$ cat config.mk
export PLATFORM = sky130hd
export DESIGN_NAME = smc_supervisor
export DESIGN_NICKNAME = d
export VERILOG_FILES = /design/src/smc_pkg.sv /design/src/smc_supervisor.sv
export SDC_FILE = /design/constraint.sdc
export NUM_CORES = 1
export LEC_CHECK = 0
export BUFFER_PORTS_ARGS = -buffer_cell sky130_fd_sc_hd__buf_2
export CORE_MARGIN = 10
export CORE_UTILIZATION = 32
export CTS_BUF_LIST = sky130_fd_sc_hd__clkbuf_2 sky130_fd_sc_hd__clkbuf_4 sky130_fd_sc_hd__clkbuf_8
export DETAILED_ROUTE_END_ITERATION = 12
export PLACE_DENSITY = 0.58
export SYNTH_ARGS = -nofsm -noshare
export SYNTH_HDL_FRONTEND = slang
export SYNTH_SLANG_ARGS = --single-unit
$ cat constraint.sdc
create_clock -name clk -period 3.9 [get_ports clk]
set_input_delay 0.78 -clock clk [delete_from_list [all_inputs] [get_ports clk]]
set_output_delay 0.78 -clock clk [all_outputs]
set_load 0.005 [all_outputs]
$ cat src/smc_pkg.sv
package smc_pkg;

    // ------------------------------------------------------------------
    // Timing
    // ------------------------------------------------------------------
    localparam int CLK_PERIOD_NS = 10;
    localparam int PROTECTED_MEMORY_SUPPLY_OFF_US   = 1;
    localparam int PROTECTED_MEMORY_SUPPLY_OFF_CYC  = (PROTECTED_MEMORY_SUPPLY_OFF_US * 1000 + CLK_PERIOD_NS - 1) / CLK_PERIOD_NS;
    localparam logic [1:0] ALE_CYC = 2'h2;

    // ------------------------------------------------------------------
    // Register map
    // ------------------------------------------------------------------
    localparam logic [11:0] ADDR_CTRL = 12'h000;
    localparam logic [11:0] ADDR_PART = 12'h004;
    localparam logic [11:0] ADDR_DTOP = 12'h008;
    localparam logic [11:0] ADDR_STAT = 12'h00c;

    localparam int CTRL_PM_BIT  = 0;
    localparam int CTRL_PES_BIT = 1;
    localparam int CTRL_WEN_BIT = 2;
    localparam logic [2:0]  CTRL_RESET = 3'h1;
    localparam logic [15:0] PART_RESET = 16'h8000;
    localparam logic [15:0] DTOP_RESET = 16'hffff;

    localparam int STAT_RST    = 0;
    localparam int STAT_BACKUP = 1;
    localparam int STAT_WARN   = 2;
    localparam int STAT_TAMPER = 3;
    localparam int STAT_LOADER = 4;
    localparam int STAT_LARGE  = 5;
    localparam int STAT_FAULT  = 6;

    localparam logic [7:0] WARN_VECTOR = 8'h2b;

    // ------------------------------------------------------------------
    // Types
    // ------------------------------------------------------------------
    typedef enum logic [1:0] {SMC_RUN, SMC_UV_RESET, SMC_BACKUP} smc_pwr_e;

    typedef struct packed {
        logic        valid;
        logic        fetch;
        logic        write;
        logic [15:0] addr;
    } smc_mem_req_s;

    typedef struct packed {
        logic nvram_ce_n;
        logic rw_n;
        logic exp_sel;
        logic rtc_sel;
        logic fetch_fault;
    } smc_mem_sel_s;

    localparam smc_mem_sel_s SEL_IDLE = '{1'b1, 1'b1, 1'b0, 1'b0, 1'b0};

endpackage : smc_pkg

$ cat src/smc_supervisor.sv
// Functional notes
// - High reset input holds device in reset
// - Reset input weakly pulled low internally
// - Loader entry falling edge starts bootstrap loader
// - Loader pin pulled up; grounded enters loader
// - Tamper high erases keys, cuts protected supply
// - Address latch strobe captures low address byte
// - Partition mode set maps full spaces
// - Partition mode clear splits one space
// - Large variant allows only non-partitioned map
// - Unmapped data goes to expanded bus
// - Never fetch code over expanded bus
// - Peripheral space select exposes real-time clock
// - Warning threshold raises vector 2Bh, runs on
// - Minimum threshold holds reset until recovery
// - Undervoltage reset idles chip enables, rw
// - Backup threshold switches to lithium cell
//
// The APB register port and the register offsets were left to the implementer.
`timescale 1ns/1ps
module smc_supervisor
    import smc_pkg::*;
#(
    parameter bit LARGE_VARIANT = 1'b0
)
(
    input  wire logic         clk,                // System clock
    input  wire logic         arst_n,             // Async reset, low active
    input  wire logic         reset_pin,          // Reset input, high active
    input  wire logic         loader_entry_pin,   // Loader entry, falling edge
    input  wire logic         tamper_erase_input, // Tamper erase, high active
    input  wire logic         below_warning,      // Supply under warning level
    input  wire logic         below_min,          // Supply under minimum level
    input  wire logic         below_backup,       // Supply under switchover level
    input  wire smc_mem_req_s mem_req,            // Core memory request
    input  wire logic         psel,               // APB select
    input  wire logic         penable,            // APB enable
    input  wire logic         pwrite,             // APB write
    input  wire logic [11:0]  paddr,              // APB address
    input  wire logic [31:0]  pwdata,             // APB write data
    output logic      [31:0]  prdata,             // APB read data
    output logic              pready,             // APB ready
    output logic              pslverr,            // APB error
    output logic              core_reset,         // Core held in reset
    output logic              reset_pulldown_en,  // Weak pull-down on reset pin
    output logic              loader_pullup_en,   // Weak pull-up on loader pin
    output logic              loader_start,       // Start loader pulse
    output logic              key_erase,          // Destroy keys and vector RAM
    output logic              protected_memory_supply_off,           // Protected supply removed
    output logic              warn_vec_valid,     // Warning interrupt pulse
    output logic      [7:0]   warn_vec,           // Warning vector address
    output logic              backup_mode,        // Running from lithium cell
    output smc_mem_sel_s      mem_sel,            // Memory decode result
    output logic              ale,                // Address latch strobe
    output logic      [7:0]   exp_addr_lo,        // Muxed port address byte
    output logic      [7:0]   exp_addr_hi         // High address port
);

    // ------------------------------------------------------------------
    // Reset synchroniser
    // ------------------------------------------------------------------
    logic rst_meta_ff;
    logic rst_n_ff;

    always_ff @(posedge clk or negedge arst_n)
    begin
        if (!arst_n)
        begin
            rst_meta_ff <= 1'b0;
            rst_n_ff    <= 1'b0;
        end
        else
        begin
            rst_meta_ff <= 1'b1;
            rst_n_ff    <= rst_meta_ff;
        end
    end

    // ------------------------------------------------------------------
    // Register state
    // ------------------------------------------------------------------
    logic [2:0]   ctrl_ff;
    logic [15:0]  part_ff;
    logic [15:0]  dtop_ff;
    logic         warn_seen_ff;
    logic         tamper_seen_ff;
    logic         fault_seen_ff;
    logic         loader_seen_ff;
    smc_pwr_e     pwr_ff;
    logic         core_reset_ff;
    logic         wr_en;
    logic         rd_en;
    logic         hit;
    logic         pm_eff;
    logic         uv_hold;
    smc_mem_sel_s nxt_sel;

    function automatic logic reg_hit(input logic [11:0] a);
        reg_hit = (a == ADDR_CTRL) || (a == ADDR_PART) || (a == ADDR_DTOP) || (a == ADDR_STAT);
    endfunction : reg_hit

    assign hit     = reg_hit(paddr);
    assign wr_en   = psel && penable && pwrite && hit;
    assign rd_en   = psel && !penable && !pwrite;
    assign pready  = 1'b1;
    assign pslverr = psel && penable && !hit;
    assign pm_eff  = ctrl_ff[CTRL_PM_BIT] || LARGE_VARIANT;
    assign uv_hold = (pwr_ff != SMC_RUN);

    // Passive pulls: fixed in silicon, never released
    assign reset_pulldown_en = 1'b1;
    assign loader_pullup_en  = 1'b1;

    // ------------------------------------------------------------------
    // Control registers
    // ------------------------------------------------------------------
    always_ff @(posedge clk or negedge rst_n_ff)
    begin
        if (!rst_n_ff)
        begin
            ctrl_ff <= CTRL_RESET;
            part_ff <= PART_RESET;
            dtop_ff <= DTOP_RESET;
        end
        else if (wr_en)
        begin
            unique case (paddr)
                ADDR_CTRL:
                begin
                    // Large part ignores a request for partitioned mode
                    ctrl_ff[CTRL_PM_BIT]  <= pwdata[CTRL_PM_BIT] || LARGE_VARIANT;
                    ctrl_ff[CTRL_PES_BIT] <= pwdata[CTRL_PES_BIT];
                    ctrl_ff[CTRL_WEN_BIT] <= pwdata[CTRL_WEN_BIT];
                end
                ADDR_PART: part_ff <= pwdata[15:0];
                ADDR_DTOP: dtop_ff <= pwdata[15:0];
                default:   ;
            endcase
        end
    end

    // ------------------------------------------------------------------
    // Read data
    // ------------------------------------------------------------------
    always_ff @(posedge clk or negedge rst_n_ff)
    begin
        if (!rst_n_ff)
            prdata <= 32'h0;
        else if (rd_en)
        begin
            prdata <= 32'h0;
            unique case (paddr)
                ADDR_CTRL: prdata[2:0]  <= ctrl_ff;
                ADDR_PART: prdata[15:0] <= part_ff;
                ADDR_DTOP: prdata[15:0] <= dtop_ff;
                ADDR_STAT:
                begin
                    prdata[STAT_RST]    <= core_reset_ff;
                    prdata[STAT_BACKUP] <= (pwr_ff == SMC_BACKUP);
                    prdata[STAT_WARN]   <= warn_seen_ff;
                    prdata[STAT_TAMPER] <= tamper_seen_ff;
                    prdata[STAT_LOADER] <= loader_seen_ff;
                    prdata[STAT_LARGE]  <= LARGE_VARIANT;
                    prdata[STAT_FAULT]  <= fault_seen_ff;
                end
                default: prdata <= 32'h0;
            endcase
        end
    end

    // ------------------------------------------------------------------
    // Power states and core reset
    // ------------------------------------------------------------------
    always_ff @(posedge clk or negedge rst_n_ff)
    begin
        if (!rst_n_ff)
            pwr_ff <= SMC_UV_RESET;
        else if (below_backup)
            pwr_ff <= SMC_BACKUP;
        else if (below_min)
            pwr_ff <= SMC_UV_RESET;
        else
            pwr_ff <= SMC_RUN;
    end

    // Level sensitive: released on the first clock the causes are gone
    always_ff @(posedge clk or negedge rst_n_ff)
    begin
        if (!rst_n_ff)
            core_reset_ff <= 1'b1;
        else
            core_reset_ff <= reset_pin || below_min || below_backup;
    end

    assign core_reset  = core_reset_ff;
    assign backup_mode = (pwr_ff == SMC_BACKUP);

    // ------------------------------------------------------------------
    // Bootstrap loader entry
    // ------------------------------------------------------------------
    logic loader_prev_ff;
    logic boot_done_ff;
    logic loader_ff;

    always_ff @(posedge clk or negedge rst_n_ff)
    begin
        if (!rst_n_ff)
        begin
            loader_prev_ff <= 1'b1;
            boot_done_ff   <= 1'b0;
            loader_ff      <= 1'b0;
        end
        else
        begin
            loader_prev_ff <= loader_entry_pin;
            boot_done_ff   <= 1'b1;
            // Strap check once after release, then edges only
            loader_ff <= (!boot_done_ff && !loader_entry_pin)
                      || (loader_prev_ff && !loader_entry_pin);
        end
    end

    assign loader_start = loader_ff;

    // ------------------------------------------------------------------
    // Tamper erase
    // ------------------------------------------------------------------
    logic        erase_ff;
    logic [15:0] protected_memory_supply_cnt_ff;

    always_ff @(posedge clk or negedge rst_n_ff)
    begin
        if (!rst_n_ff)
        begin
            erase_ff    <= 1'b0;
            protected_memory_supply_cnt_ff <= 16'h0;
        end
        else
        begin
            erase_ff <= tamper_erase_input;
            if (tamper_erase_input)
                protected_memory_supply_cnt_ff <= 16'(PROTECTED_MEMORY_SUPPLY_OFF_CYC);
            else if (protected_memory_supply_cnt_ff != 16'h0)
                protected_memory_supply_cnt_ff <= protected_memory_supply_cnt_ff - 16'h1;
        end
    end

    assign key_erase = erase_ff;
    assign protected_memory_supply_off  = (protected_memory_supply_cnt_ff != 16'h0);

    // ------------------------------------------------------------------
    // Power-fail warning
    // ------------------------------------------------------------------
    logic warn_prev_ff;
    logic warn_ff;

    always_ff @(posedge clk or negedge rst_n_ff)
    begin
        if (!rst_n_ff)
        begin
            warn_prev_ff <= 1'b0;
            warn_ff      <= 1'b0;
        end
        else
        begin
            warn_prev_ff <= below_warning;
            // Interrupt only; core keeps running
            warn_ff <= below_warning && !warn_prev_ff && ctrl_ff[CTRL_WEN_BIT];
        end
    end

    assign warn_vec_valid = warn_ff;
    assign warn_vec       = WARN_VECTOR;

    // ------------------------------------------------------------------
    // Sticky status, set wins over write-one-clear
    // ------------------------------------------------------------------
    logic stat_clr;
    assign stat_clr = wr_en && (paddr == ADDR_STAT);

    always_ff @(posedge clk or negedge rst_n_ff)
    begin
        if (!rst_n_ff)
        begin
            warn_seen_ff   <= 1'b0;
            tamper_seen_ff <= 1'b0;
            fault_seen_ff  <= 1'b0;
            loader_seen_ff <= 1'b0;
        end
        else
        begin
            warn_seen_ff   <= warn_ff || (warn_seen_ff && !(stat_clr && pwdata[STAT_WARN]));
            tamper_seen_ff <= erase_ff
                           || (tamper_seen_ff && !(stat_clr && pwdata[STAT_TAMPER]));
            fault_seen_ff  <= mem_sel.fetch_fault
                           || (fault_seen_ff && !(stat_clr && pwdata[STAT_FAULT]));
            loader_seen_ff <= loader_ff
                           || (loader_seen_ff && !(stat_clr && pwdata[STAT_LOADER]));
        end
    end

    // ------------------------------------------------------------------
    // Memory map decode
    // ------------------------------------------------------------------
    function automatic smc_mem_sel_s decode(input smc_mem_req_s r, input logic pm,
                                            input logic peripheral_space_select, input logic [15:0] part,
                                            input logic [15:0] dtop, input logic hold);
        smc_mem_sel_s s;
        s = SEL_IDLE;
        if (r.valid && !hold)
        begin
            if (r.fetch)
            begin
                if (pm || (r.addr < part))
                    s.nvram_ce_n = 1'b0;
                else
                    s.fetch_fault = 1'b1;
            end
            else if (peripheral_space_select)
                s.rtc_sel = 1'b1;
            else if (pm || ((r.addr >= part) && (r.addr <= dtop)))
            begin
                s.nvram_ce_n = 1'b0;
                s.rw_n       = !r.write;
            end
            else
                s.exp_sel = 1'b1;
        end
        decode = s;
    endfunction : decode

    assign nxt_sel = decode(mem_req, pm_eff, ctrl_ff[CTRL_PES_BIT], part_ff, dtop_ff,
                            uv_hold || core_reset_ff);

    always_ff @(posedge clk or negedge rst_n_ff)
    begin
        if (!rst_n_ff)
            mem_sel <= SEL_IDLE;
        else
            mem_sel <= nxt_sel;
    end

    // ------------------------------------------------------------------
    // Expanded bus address strobe
    // ------------------------------------------------------------------
    logic [1:0] ale_cnt_ff;

    always_ff @(posedge clk or negedge rst_n_ff)
    begin
        if (!rst_n_ff)
        begin
            ale_cnt_ff  <= 2'h0;
            exp_addr_lo <= 8'h0;
            exp_addr_hi <= 8'h0;
        end
        else if (nxt_sel.exp_sel)
        begin
            // Address is held while the strobe is high, latch takes it on fall
            ale_cnt_ff  <= ALE_CYC;
            exp_addr_lo <= mem_req.addr[7:0];
            exp_addr_hi <= mem_req.addr[15:8];
        end
        else if (ale_cnt_ff != 2'h0)
            ale_cnt_ff <= ale_cnt_ff - 2'h1;
    end

    assign ale = (ale_cnt_ff != 2'h0);
endmodule : smc_supervisor

# ---- Word level (Yosys, flattened, before mapping)
# Index checks and enable logic that the tools add are counted.
# W data, S select, Z words.
dict set report word_totals {
  ff_bits 105
  in_bits 74
  output_inout_bits 72
  elab_cells 109
}
dict set report op_classes {
  addsub 2
  magnitude_cmp 3
  n_eq_ne 4
  n_mux 18
  n_reduce_logical 55
}
# operator count
set op_table {}
lappend op_table {{$mux W16} 2}
lappend op_table {{$eq A12 B4 Y1 const B} 2}
lappend op_table {{$logic_and A1 B1 Y1} 21}
lappend op_table {{$pmux W9 S2} 1}
lappend op_table {{$ge A16 B16 Y1} 1}
lappend op_table {{$le A16 B16 Y1} 1}
lappend op_table {{$lt A16 B16 Y1} 1}
lappend op_table {{$reduce_bool A16 Y1} 1}
lappend op_table {{$sub A16 B1 Y16 const B} 1}
lappend op_table {{$logic_or A1 B1 Y1} 13}
lappend op_table {{$eq A12 B3 Y1 const B} 1}
lappend op_table {{$logic_not A1 Y1} 12}
lappend op_table {{$logic_not A12 Y1} 1}
lappend op_table {{$pmux W3 S4} 1}
lappend op_table {{$pmux W4 S3} 1}
lappend op_table {{$mux W2} 4}
lappend op_table {{$reduce_bool A2 Y1} 4}
lappend op_table {{$mux W1} 6}
lappend op_table {{$mux W3} 2}
lappend op_table {{$reduce_and A2 Y1} 3}
lappend op_table {{$mux W5} 1}
lappend op_table {{$eq A2 B2 Y1 const B} 1}
lappend op_table {{$sub A2 B1 Y2 const B} 1}

# ---- Logic depth before layout (Yosys ltp)
# Gate-level depths: netlist of run 1.
dict set report depth {
  ltp_word 10
  ltp_mapped 10
  depth_no_buf 8
}

# ---- Worst setup path before layout of run 1
# Ideal clock, no wire load.
dict set report synth_timing {
  path_kind {input port to flip-flop}
  start {input mem_req[1] in the netlist's numbering}
  end {register exp_addr_hi[6]}
  setup_ns 0.125
  t_arrival_ns 2.546
  required_time_ns 3.775
  path_slack_ns 1.229
  cell_stages 9
  n_path_buf 2
  cell_sequence {ha_1 -> nor2b_1 -> o21ai_0 -> a21boi_2 -> o41ai_2 -> a21bo_1 -> buf_6 -> buf_6 -> mux2_4}
}
dict set report synth_between {
  elab_chain_cells 7
  elab_cells_between_ends 8
  classes_between {order compare (2); mux (4); reduce/logical (2)}
}
# element line
set synth_lines {}
lappend synth_lines {{from (decl)} smc_supervisor.sv:35} ;# input wire smc_mem_req_s mem_req,
lappend synth_lines {{$ge A16 B16 Y1 / $le A16 B16 Y1 (equally long branches)} smc_supervisor.sv:321} ;# else if (pm || ((r.addr >= part) && (r.addr <= dtop)))
lappend synth_lines {{$logic_and A1 B1 Y1 (*)} smc_supervisor.sv:321}
lappend synth_lines {{$logic_or A1 B1 Y1 (*)} smc_supervisor.sv:321}
lappend synth_lines {{$mux W1 (*)} smc_supervisor.sv:321}
lappend synth_lines {{$mux W3 (*)} smc_supervisor.sv:319} ;# else if (peripheral_space_select)
lappend synth_lines {{$mux W3 (*)} smc_supervisor.sv:312} ;# if (r.fetch)
lappend synth_lines {{$mux W5 (*)} smc_supervisor.sv:310} ;# if (r.valid && !hold)
lappend synth_lines {{to (signal assigned)} smc_supervisor.sv:361} ;# exp_addr_hi <= mem_req.addr[15:8];
lappend synth_lines {{to (decl)} smc_supervisor.sv:56} ;# output logic [7:0] exp_addr_hi
# Every way passes the cells marked *; elsewhere a longest branch is shown, timed or not.
# A chain may end at the register's enable or synchronous reset.

# ---- Worst setup path after layout of run 1
dict set report layout_timing {
  start {register protected_memory_supply_cnt_ff[8]}
  end {output protected_memory_supply_off}
}
dict set report layout_between {
  elab_chain_cells 1
}
# element line
set layout_lines {}
lappend layout_lines {{from (decl)} smc_supervisor.sv:229} ;# logic [15:0] protected_memory_supply_cnt_ff;
lappend layout_lines {{from (signal assigned)} smc_supervisor.sv:242} ;# protected_memory_supply_cnt_ff <= 16'(PROTECTED_MEMORY_SUPPLY_OFF_CYC);
lappend layout_lines {{from (signal assigned)} smc_supervisor.sv:244} ;# protected_memory_supply_cnt_ff <= protected_memory_supply_cnt_ff - 16'h1;
lappend layout_lines {{$reduce_bool A16 Y1} smc_supervisor.sv:249} ;# assign protected_memory_supply_off = (protected_memory_supply_cnt_ff != 16'h0);
lappend layout_lines {{to (decl)} smc_supervisor.sv:49} ;# output logic protected_memory_supply_off,
# No other way between the ends.

==> impl_metrics.toml, run 1 <==
[setup_path]
timing.rr.start = "dtop_ff[13]"
worst-path-max-fanout = 6
critPathCaptureType = "primary output"
r2r_slack_ps = 1200
r2r_cells = 9
start_kind = "register"
worstPathArrival_ps = 2110
worst-setup-path-type = "register to primary output"
required_ps = 3120
r2r-end = "exp_addr_lo[5]"

[clock_network]
htreeDepth = 3
root_buffer = "clkbuf_8"
cts_buffers = 9
post_cts_buffers = 0
clkSinkCount = 105
clk_pin_slew_worst_paths_ps = 110
post_cts_resized = 0
clk_latency_ps = 390
hold_buffers = 0
cts_buffer_depth = 2
cts_tree = "yes"

[cells_and_area]
area_growth_pct = 16.0
nFillCells = 1660
final_cell_mix = "buf_2 (102), dfrtp_1 (81), nand2_1 (61)"
final_nets = 734
layout_commonest_cell = "buf_2"
final_layout_size_suffix_gt1_share_pct = 27.4

[timing]
finalCriticalPeriod_ps = 2890
relSlewSlack_pct = 27.8
clock_skew_ps = 11.7
drv_slew = 0
rsz0062_at_grt = "no"
final-setup-viol-count = 0
tns_ps = 0
worst_slew_pin_slew_ps = 1080
clock.fmax_ghz = 0.346
hold_viol_final = 0
min_period_over_period_pct = 74.1

[placement]
gp_congestion = 0.845
portBuffers = 102
hpwl_mm = 10.8

[global_routing]
grt_max_degree = 86
grt_pass1_wl_mm = 22.0
antenna_found_initial = 1
grt.overflow.total = 0
grt_pass1_vias = 4216
grt_usage_pct = 12.4

[synth]
synth_warnings = 0
async_flop_share_pct = 100
yosys.area_share.simple_pct = 14.8
synth_seq_area_share_pct = 49.5
yosys-mux-area-fraction_pct = 6.16
synth_edf_count = 0
synth_area_per_cell_um2 = 10.3
synth_area_um2 = 5360
yosys.area_share.xor_xnor_pct = 2.12
synth_cell_types = 56
synth-seq-cells = 105
synth_top_family_by_area = "simple AND/OR/NAND/NOR gates"
synthFlopType = "dfrtp_1"
synth_compound_area_share_pct = 11.4
synth-adder-area-share_pct = 7.93
syn_inst = 521

[detailed_routing]
dr_wl_met2_mm = 6.30
m1WireLength_mm = 6.10
post_drt_wl_per_cell_um = 16.0
vias_per_cell = 4.71
wl_mm = 13.7
drtIter0Drc = 176
drcViolationCount = 0
drtPass1Iterations = 4
wl_met3_mm = 1.07
ant_nets = 0
topRoutingLayerUsed = "met5"
num_vias = 4014

[floorplan]
die_h_um = 149
initial_core_util_pct = 32.5
core-area_um2 = 16500
pin_count = 146
rows = 47
dieArea_um2 = 22300
die_width_um = 149

[run_status]
outcome = "completed"

[power]
powerDensity_nw_per_um2 = 350
irDropWorstVdd_v = 0.000223
leakagePower_nw = 3.14
power_w = 0.00218

[flow_run]
cap_violations = 0

[worst_hold_path]
hp-class = "primary input to asynchronous set/reset pin"
## area by class of cell
class	count	area, µm²	area share [%]
Sequential cell	105	2660	42.7
Clock inverter	6	51.3	0.824
Timing Repair Buffer	109	563	9.05
Clock buffer	10	138	2.21
Antenna cell	1	2.50	0.0402
Tap cell	220	275	4.42
Multi-Input combinational cell	361	2380	38.3
Inverter	40	150	2.41
## cell usage after synthesis, types with 2 or more instances
library cell,n,area [µm²]
nor4_1,4,25.0
nand2_1,61,229
a221oi_1,10,87.6
mux2_2,5,56.3
mux2_4,7,105
a21o_1,5,37.5
a21oi_1,18,90.1
or2_2,2,12.5
nand3b_1,2,15.0
nor2b_1,5,31.3
o211ai_1,3,22.5
ha_1,34,425
nand2b_1,4,25.0
clkbuf_1,13,48.8
buf_6,2,22.5
o21ai_0,39,195
and2_1,3,18.8
nor2_1,47,176
o31ai_1,3,22.5
nand3_1,9,45.0
dfstp_2,23,604
or3_1,5,31.3
xor2_1,4,35.0
mux2_1,9,101
a22oi_1,3,22.5
nand4_1,7,43.8
xnor2_1,9,78.8
nor3_1,5,25.0
mux4_2,3,67.6
inv_1,40,150
buf_4,27,203
and3b_1,4,35.0
dfrtp_1,82,2050
conb_1,2,7.51
## sequential cells by signal, indices dropped and copies added, names as in the netlist, 2 cells and up
register and count:
prdata 16, protected_memory_supply_cnt_ff 16, pwr_ff 2, ale_cnt_ff 2, dtop_ff 16, mem_sel 5
exp_addr_hi 8, exp_addr_lo 8, ctrl_ff 3, part_ff 16
## routing by layer
layer,vias to the layer above,global-route usage [%]
li1,1950,-
met4,2,3.78
met5,-,0
met1,1936,15.2
met3,17,4.65
met2,109,19.9
## metrics by stage
step	setup slack, ps	std cells	hold WS (ps)	util [%]	instance area [µm²]
2_1_floorplan	799	548	331	-	5470
3_5_place_dp	844	835	345	36.5	6030
5_1_grt	871	851	137	37.7	6220
4_1_cts	983	851	138	37.7	6220
6_report	1010	852	162	37.7	6220
3_3_place_gp	907	835	340	36.5	6030
## report_power, final
| group | leakage, nW | switching (W) | internal (W) | total (W) |
|---|---|---|---|---|
| registers | 1.23 | 0.0000527 | 0.00116 | 0.00121 |
| logic | 1.82 | 0.000152 | 0.000152 | 0.000304 |
| clock network | 0.0870 | 0.000402 | 0.000257 | 0.000659 |
| total | 3.14 | 0.000607 | 0.00157 | 0.00218 |
## worst max-delay path, stage by stage, from the launching register on
cell	delay, ps
dfrtp_1	440
or4_4	570
nor4_4	220
nand3_1	260
buf_2	220
## kinds of logic after synthesis
group | count (synthesis)
other | 2
adders and majority gates | 34
and+or+nand+nor | 165
buffers and inverters | 82
xor gates and xnor gates | 13
AOI/OAI and AO/OA | 96
DFF | 105
muxes | 24
## worst max-delay path by stage
stage                                                  from                           to  slack (ps)  depth (start not counted)
after detailed placement                        mem_req[15]               exp_addr_hi[0]         840                          9
after floorplan                                    rst_n_ff                ale_cnt_ff[0]         800                          0
final                     protected_memory_supply_cnt_ff[8]  protected_memory_supply_off        1010                          4
after global placement                          mem_req[15]               exp_addr_hi[4]         910                          9
after CTS                 protected_memory_supply_cnt_ff[8]  protected_memory_supply_off         980                          4
after global routing      protected_memory_supply_cnt_ff[8]  protected_memory_supply_off         870                          4
No activity file was read; power rests on OpenSTA's default activity.
==> inputs of run 2 (changes only) <==
--- a/config.mk
+++ b/config.mk
@@ -5,12 +5,13 @@
 export SDC_FILE = /design/constraint.sdc
 export NUM_CORES = 1
 export LEC_CHECK = 0
+export ABC_AREA = 1
 export BUFFER_PORTS_ARGS = -buffer_cell sky130_fd_sc_hd__buf_2
 export CORE_MARGIN = 10
 export CORE_UTILIZATION = 32
 export CTS_BUF_LIST = sky130_fd_sc_hd__clkbuf_2 sky130_fd_sc_hd__clkbuf_4 sky130_fd_sc_hd__clkbuf_8
 export DETAILED_ROUTE_END_ITERATION = 12
-export PLACE_DENSITY = 0.58
+export PLACE_DENSITY = 0.6
 export SYNTH_ARGS = -nofsm -noshare
 export SYNTH_HDL_FRONTEND = slang
 export SYNTH_SLANG_ARGS = --single-unit
==> constraint.sdc (replaced) <==
create_clock -name clk -period 2.53 [get_ports clk]
set_input_delay 0.506 -clock clk [delete_from_list [all_inputs] [get_ports clk]]
set_output_delay 0.506 -clock clk [all_outputs]
set_load 0.005 [all_outputs]
==> impl_metrics.toml, run 2 <==
[run_status]
outcome = "completed"

[clock_network]
clk_pin_slew_worst_paths_ps = 100
cts_buffers = 9
root_buffer = "clkbuf_8"
cts_tree = "yes"
htreeDepth = 3
clk_latency_ps = 390
cts_buffer_depth = 2
clkSinkCount = 105

[floorplan]
core-area_um2 = 17800
initial_core_util_pct = 32.3
rows = 49
pin_count = 146
die_width_um = 154
dieArea_um2 = 23800
die_h_um = 154

[setup_path]
r2r_cells = 10
slowest_stage = "dfrtp_1"
start_kind = "register"
required_ps = 2020
path_cells = "inv_1 > ha_1 > nand2_1 > nor2_2 > nand3_2 > nor2_4 > nand2_4 > buf_2"
timing.rr.start = "part_ff[15]"
crit_start = "protected_memory_supply_cnt_ff[0]"
critPathCaptureType = "primary output"
worstPathArrival_ps = 1850
max_stage_delay_ps = 420
worst-setup-path-type = "register to primary output"
worst-path-max-fanout = 7
r2r-end = "exp_addr_lo[6]"
r2r_slack_ps = 470

[timing]
worst_slew_pin_slew_ps = 679
relSlewSlack_pct = 54.8
final-setup-viol-count = 0
clock.fmax_ghz = 0.425
min_period_over_period_pct = 93.1
rsz0062_at_grt = "no"
drv_slew = 0
clock_skew_ps = 12.9
finalCriticalPeriod_ps = 2360
tns_ps = 0
setup_ws_ps = 175
hold_viol_final = 0

[placement]
gp_congestion = 0.821
portBuffers = 102
pre_cts_ws_ps = 378
hpwl_mm = 11.3

[synth]
ys_top_cells_by_area = "dfrtp_1 (36%), nand2_1 (12%), dfstp_2 (10%)"
yosysTopAreaCellShare_pct = 35.6
synth_cell_types = 41
synth_seq_area_share_pct = 46.1
synth_commonest_cells = "nand2_1 (187), inv_1 (91), dfrtp_1 (82), nor2_1 (40), ha_1 (34)"
synth_warnings = 0
synth_area_um2 = 5770
synthFlopType = "dfrtp_1"
synth-seq-cells = 105
syn_inst = 685
synth_edf_count = 0
yosysMostFrequentCell = "nand2_1"
async_flop_share_pct = 100
synth_area_per_cell_um2 = 8.42
synth_top_cell_by_area = "dfrtp_1"

[cells_and_area]
area_growth_pct = 15.5
layout_commonest_cell = "nand2_1"
final_nets = 905
final_cell_mix = "nand2_1 (187), buf_2 (102), inv_1 (91)"
final_layout_size_suffix_gt1_share_pct = 24.4
nFillCells = 1885

[global_routing]
antenna_found_initial = 1
grt_pass1_wl_mm = 24.2
grt_pass1_vias = 4770
grt_usage_pct = 12.4
grt.overflow.total = 0
grt_max_degree = 56

[detailed_routing]
drcViolationCount = 0
ant_nets = 0
vias_per_cell = 4.50
wl_mm = 14.6
post_drt_wl_per_cell_um = 14.1
drtIter0Drc = 255
drtPass1Iterations = 4
num_vias = 4646

[power]
irDropWorstVdd_v = 0.000289
powerDensity_nw_per_um2 = 494
leakagePower_nw = 3.32

[worst_hold_path]
hp-class = "primary input to register"
hold_end = "loader_prev_ff"
min_path_cells = 1
hp-start = "loader_entry_pin"

[flow_run]
cap_violations = 0
-- run 2: cell types whose count changed after synthesis, moves of 9 or more --
| cell | change |
|---|---|
| o21ai_0 | -16 |
| inv_1 | +51 |
| clkbuf_1 | -11 |
| nor3_1 | +10 |
| mux2_1 | -9 |
| a221oi_1 | -10 |
| nand4_1 | +16 |
| o21ai_1 | +19 |
| nand2_1 | +126 |
| o21ai_2 | +13 |
-- run 2: what timing repair did --
action / 4_1_cts / 5_1_grt
buffers inserted: 0 / 4
resized for setup: 0 / 2
endpoints found under the setup margin: 0 / 1
hold buffers: 1 / 0
endpoints found under the hold margin: 2 / 0
-- run 2: through the flow --
step                util, %  power (W)  instances  hold WS (ps)  instance area [µm²]
floorplan                 -    0.00212        712           210                 5870
global placement       36.0    0.00227       1010           293                 6420
detailed placement     36.0    0.00228       1010           294                 6420
CTS                    37.1    0.00334       1027           195                 6620
global route           37.3    0.00348       1031           195                 6660
finish                 37.3    0.00329       1032           223                 6660
-- run 2: kinds of logic after synthesis --
kind of cell / synth area share [%]
and+or+nand+nor: 23.8
buffers and inverters: 11.8
DFF: 46.1
AOI/OAI and AO/OA: 9.90
adders and majority gates: 7.38
xor gates and xnor gates: 0.912
other: 0.130
-- run 2: cell type report --
class                   count  area, µm²  share of cell area, %
diodes                      1       2.50                 0.0376
clock buffers              10        138                   2.07
clock inverters             6       50.0                  0.751
inverters                  94        353                   5.30
multi-input cells         471       2540                   38.1
flip-flops and latches    105       2660                   39.9
well taps                 229        287                   4.30
repair buffers            116        631                   9.47
-- run 2: report_power, final --
| part | switching, W | total (W) | internal (W) |
|---|---|---|---|
| combinational | 0.000257 | 0.000435 | 0.000178 |
| clock | 0.000641 | 0.00104 | 0.000400 |
| sequential | 0.0000554 | 0.00181 | 0.00176 |
| total | 0.000954 | 0.00329 | 0.00233 |
-- run 2: worst max-delay path, delay by kind of cell, from the launching register on --
| family | cells | cell delay (ps) |
|---|---|---|
| fa+ha+maj | 1 | 170 |
| buf+inv | 2 | 250 |
| flops | 1 | 420 |
| simple gates | 5 | 640 |
-- run 2: worst max path at each step --
stage                     cells past startpoint                          end
final                                         8  protected_memory_supply_off
after global placement                       10                ale_cnt_ff[0]
after CTS                                     8  protected_memory_supply_off
after global routing                          8  protected_memory_supply_off
after detailed placement                     10                ale_cnt_ff[0]
after floorplan                              11               exp_addr_hi[5]
-- run 2: per-layer routing --
layer  up-vias  GRT usage [%]  part of all wire (%)
met5         -              0                     0
met4         0           3.64                   1.5
met3        14           3.72                   5.8
met2        95           19.9                    45
met1      2162           15.7                    47
li1       2375              -                     -
==> inputs of run 3 (changes only) <==
--- a/config.mk
+++ b/config.mk
@@ -12,6 +12,7 @@
 export CTS_BUF_LIST = sky130_fd_sc_hd__clkbuf_2 sky130_fd_sc_hd__clkbuf_4 sky130_fd_sc_hd__clkbuf_8
 export DETAILED_ROUTE_END_ITERATION = 12
 export PLACE_DENSITY = 0.6
+export RECOVER_POWER = 25
 export SYNTH_ARGS = -nofsm -noshare
 export SYNTH_HDL_FRONTEND = slang
 export SYNTH_SLANG_ARGS = --single-unit
==> constraint.sdc (replaced) <==
create_clock -name clk -period 2.53 [get_ports clk]
set_input_delay 0 -clock clk [delete_from_list [all_inputs] [get_ports clk]]
set_output_delay 0 -clock clk [all_outputs]
set_load 0.005 [all_outputs]
==> impl_metrics.toml, run 3 (synthesis gave the netlist of run 2 again) <==
[power]
sw_frac_of_total_pct = 27.6
powerDensity_nw_per_um2 = 483
comb_power_share_pct = 14.0
clkPwrFrac_pct = 32.5
p_int_w = 0.00246
irDropWorstVdd_v = 0.000350
p_switching_w = 0.000937
pwr-share-seq_pct = 53.5
leakagePower_nw = 3.44

[timing]
hold_slack_ps = 83.2
tns_ps = 0
min_period_over_period_pct = 84.9
relSlewSlack_pct = 54.8
drv_slew = 0
hold_viol_final = 0
clock.fmax_ghz = 0.465
clock_skew_ps = 16.0
finalCriticalPeriod_ps = 2150
worst_slew_pin_slew_ps = 678
rsz0062_at_grt = "no"
final-setup-viol-count = 0

[detailed_routing]
wl_mm = 14.9
vias_per_cell = 4.44
ant_nets = 0
post_drt_wl_per_cell_um = 14.0
drtIter0Drc = 284
drtPass1Iterations = 4
num_vias = 4751
drcViolationCount = 0

[cells_and_area]
area_growth_pct = 21.8
final_cell_mix = "nand2_1 (187), buf_2 (95), inv_1 (91)"
layout_commonest_cell = "nand2_1"
final_layout_size_suffix_gt1_share_pct = 21.9
final_nets = 942
nFillCells = 1837

[setup_path]
crit_buf_inv = 1
crit_top_cell = "nand2_1"
endpoint = "exp_addr_hi[6]"
crit_start = "part_ff[15]"
max_stage_delay_ps = 540
critPathTopFamily = "simple AND/OR/NAND/NOR gates"
timing.rr.start = "part_ff[15]"
r2r-end = "exp_addr_hi[6]"
worst-path-max-fanout = 19
r2r_cells = 10
worst-setup-path-type = "register to register"
start_kind = "register"
r2r_slack_ps = 380
critPathCaptureType = "register"
required_ps = 2820
worstPathArrival_ps = 2430
slowest_stage = "dfstp_2"
path_cells = "inv_1 > ha_1 > a21oi_1 > o21ai_0 > nor2_1 > nand3_1 > nand2_2 > nand3_4 > nand2_1 > nand2_1"
cp.depth = 10

[placement]
hpwl_mm = 11.4
portBuffers = 102
gp_congestion = 0.843

[clock_network]
clk_latency_ps = 390
root_buffer = "clkbuf_8"
cts_tree = "yes"
cts_buffer_depth = 2
cts_buffers = 9
clkSinkCount = 105
post_cts_resized = 0
htreeDepth = 3
clk_pin_slew_worst_paths_ps = 110

[floorplan]
initial_core_util_pct = 32.3
die_h_um = 154
dieArea_um2 = 23800
pin_count = 146
core-area_um2 = 17800
rows = 49
die_width_um = 154

[global_routing]
grt_pass1_vias = 4778
grt_usage_pct = 12.5
grt.overflow.total = 0
grt_pass1_wl_mm = 24.4
antenna_found_initial = 1
grt_max_degree = 53

[run_status]
outcome = "completed"

[flow_run]
cap_violations = 0

[worst_hold_path]
hp-class = "primary input to register"
run 3: how the worst min path moves through the flow:
stage          cells past startpoint         from           to  slack, ps
6_report                           5  mem_req[18]   mem_sel[1]         80
5_1_grt                            5  mem_req[18]   mem_sel[1]        100
4_1_cts                            5       pwrite    prdata[0]         60
3_5_place_dp                       1       arst_n  rst_meta_ff       -210
3_3_place_gp                       1       arst_n  rst_meta_ff       -210
2_1_floorplan                      0       arst_n  rst_meta_ff       -300
run 3: final cells by class:
type / count / area, µm² / share of cell area, %
Antenna cell: 1 / 2.50 / 0.0356
Clock buffer: 11 / 139 / 1.98
Clock inverter: 5 / 62.6 / 0.891
Inverter: 94 / 353 / 5.02
Multi-Input combinational cell: 471 / 2530 / 36.0
Sequential cell: 105 / 2660 / 37.9
Tap cell: 229 / 287 / 4.08
Timing Repair Buffer: 153 / 990 / 14.1
run 3: layer usage:
layer	track usage (%)	wire length, µm	vias up
li1	-	-	2457
met1	16.2	7120	2197
met5	0	0	-
met4	2.65	109	0
met2	19.9	6890	90
met3	3.94	797	7
run 3: power groups by stage:
stage                     Combinational [W]  Sequential [W]  Clock [W]
after global routing               0.000551         0.00183    0.00121
after CTS                          0.000483         0.00182    0.00114
after floorplan                    0.000263         0.00185          0
after detailed placement           0.000431         0.00185          0
final                              0.000474         0.00182    0.00110
after global placement             0.000420         0.00185          0
run 3: repair_timing:
item / in CTS / in global routing
hold buffers: 42 / 0
buffers inserted: 0 / 0
endpoints found under the hold margin: 75 / 0
run 3: worst reg2reg max path, stage by stage, from the launching register on:
cell	delay, ps
dfstp_2	540
inv_1	70
ha_1	320
a21oi_1	150
o21ai_0	90
nor2_1	160
nand3_1	110
nand2_2	190
nand3_4	240
nand2_1	130
nand2_1	60
run 3: stage by stage:
| stage | setup WS [ps] | power [W] | util (%) | cell area [µm²] | instances |
|---|---|---|---|---|---|
| 2_1_floorplan | 612 | 0.00212 | - | 5870 | 712 |
| 3_3_place_gp | 419 | 0.00227 | 35.9 | 6410 | 1010 |
| 3_5_place_dp | 375 | 0.00228 | 35.9 | 6410 | 1010 |
| 4_1_cts | 361 | 0.00344 | 39.4 | 7030 | 1068 |
| 5_1_grt | 182 | 0.00359 | 39.4 | 7020 | 1069 |
| 6_report | 381 | 0.00339 | 39.4 | 7020 | 1069 |
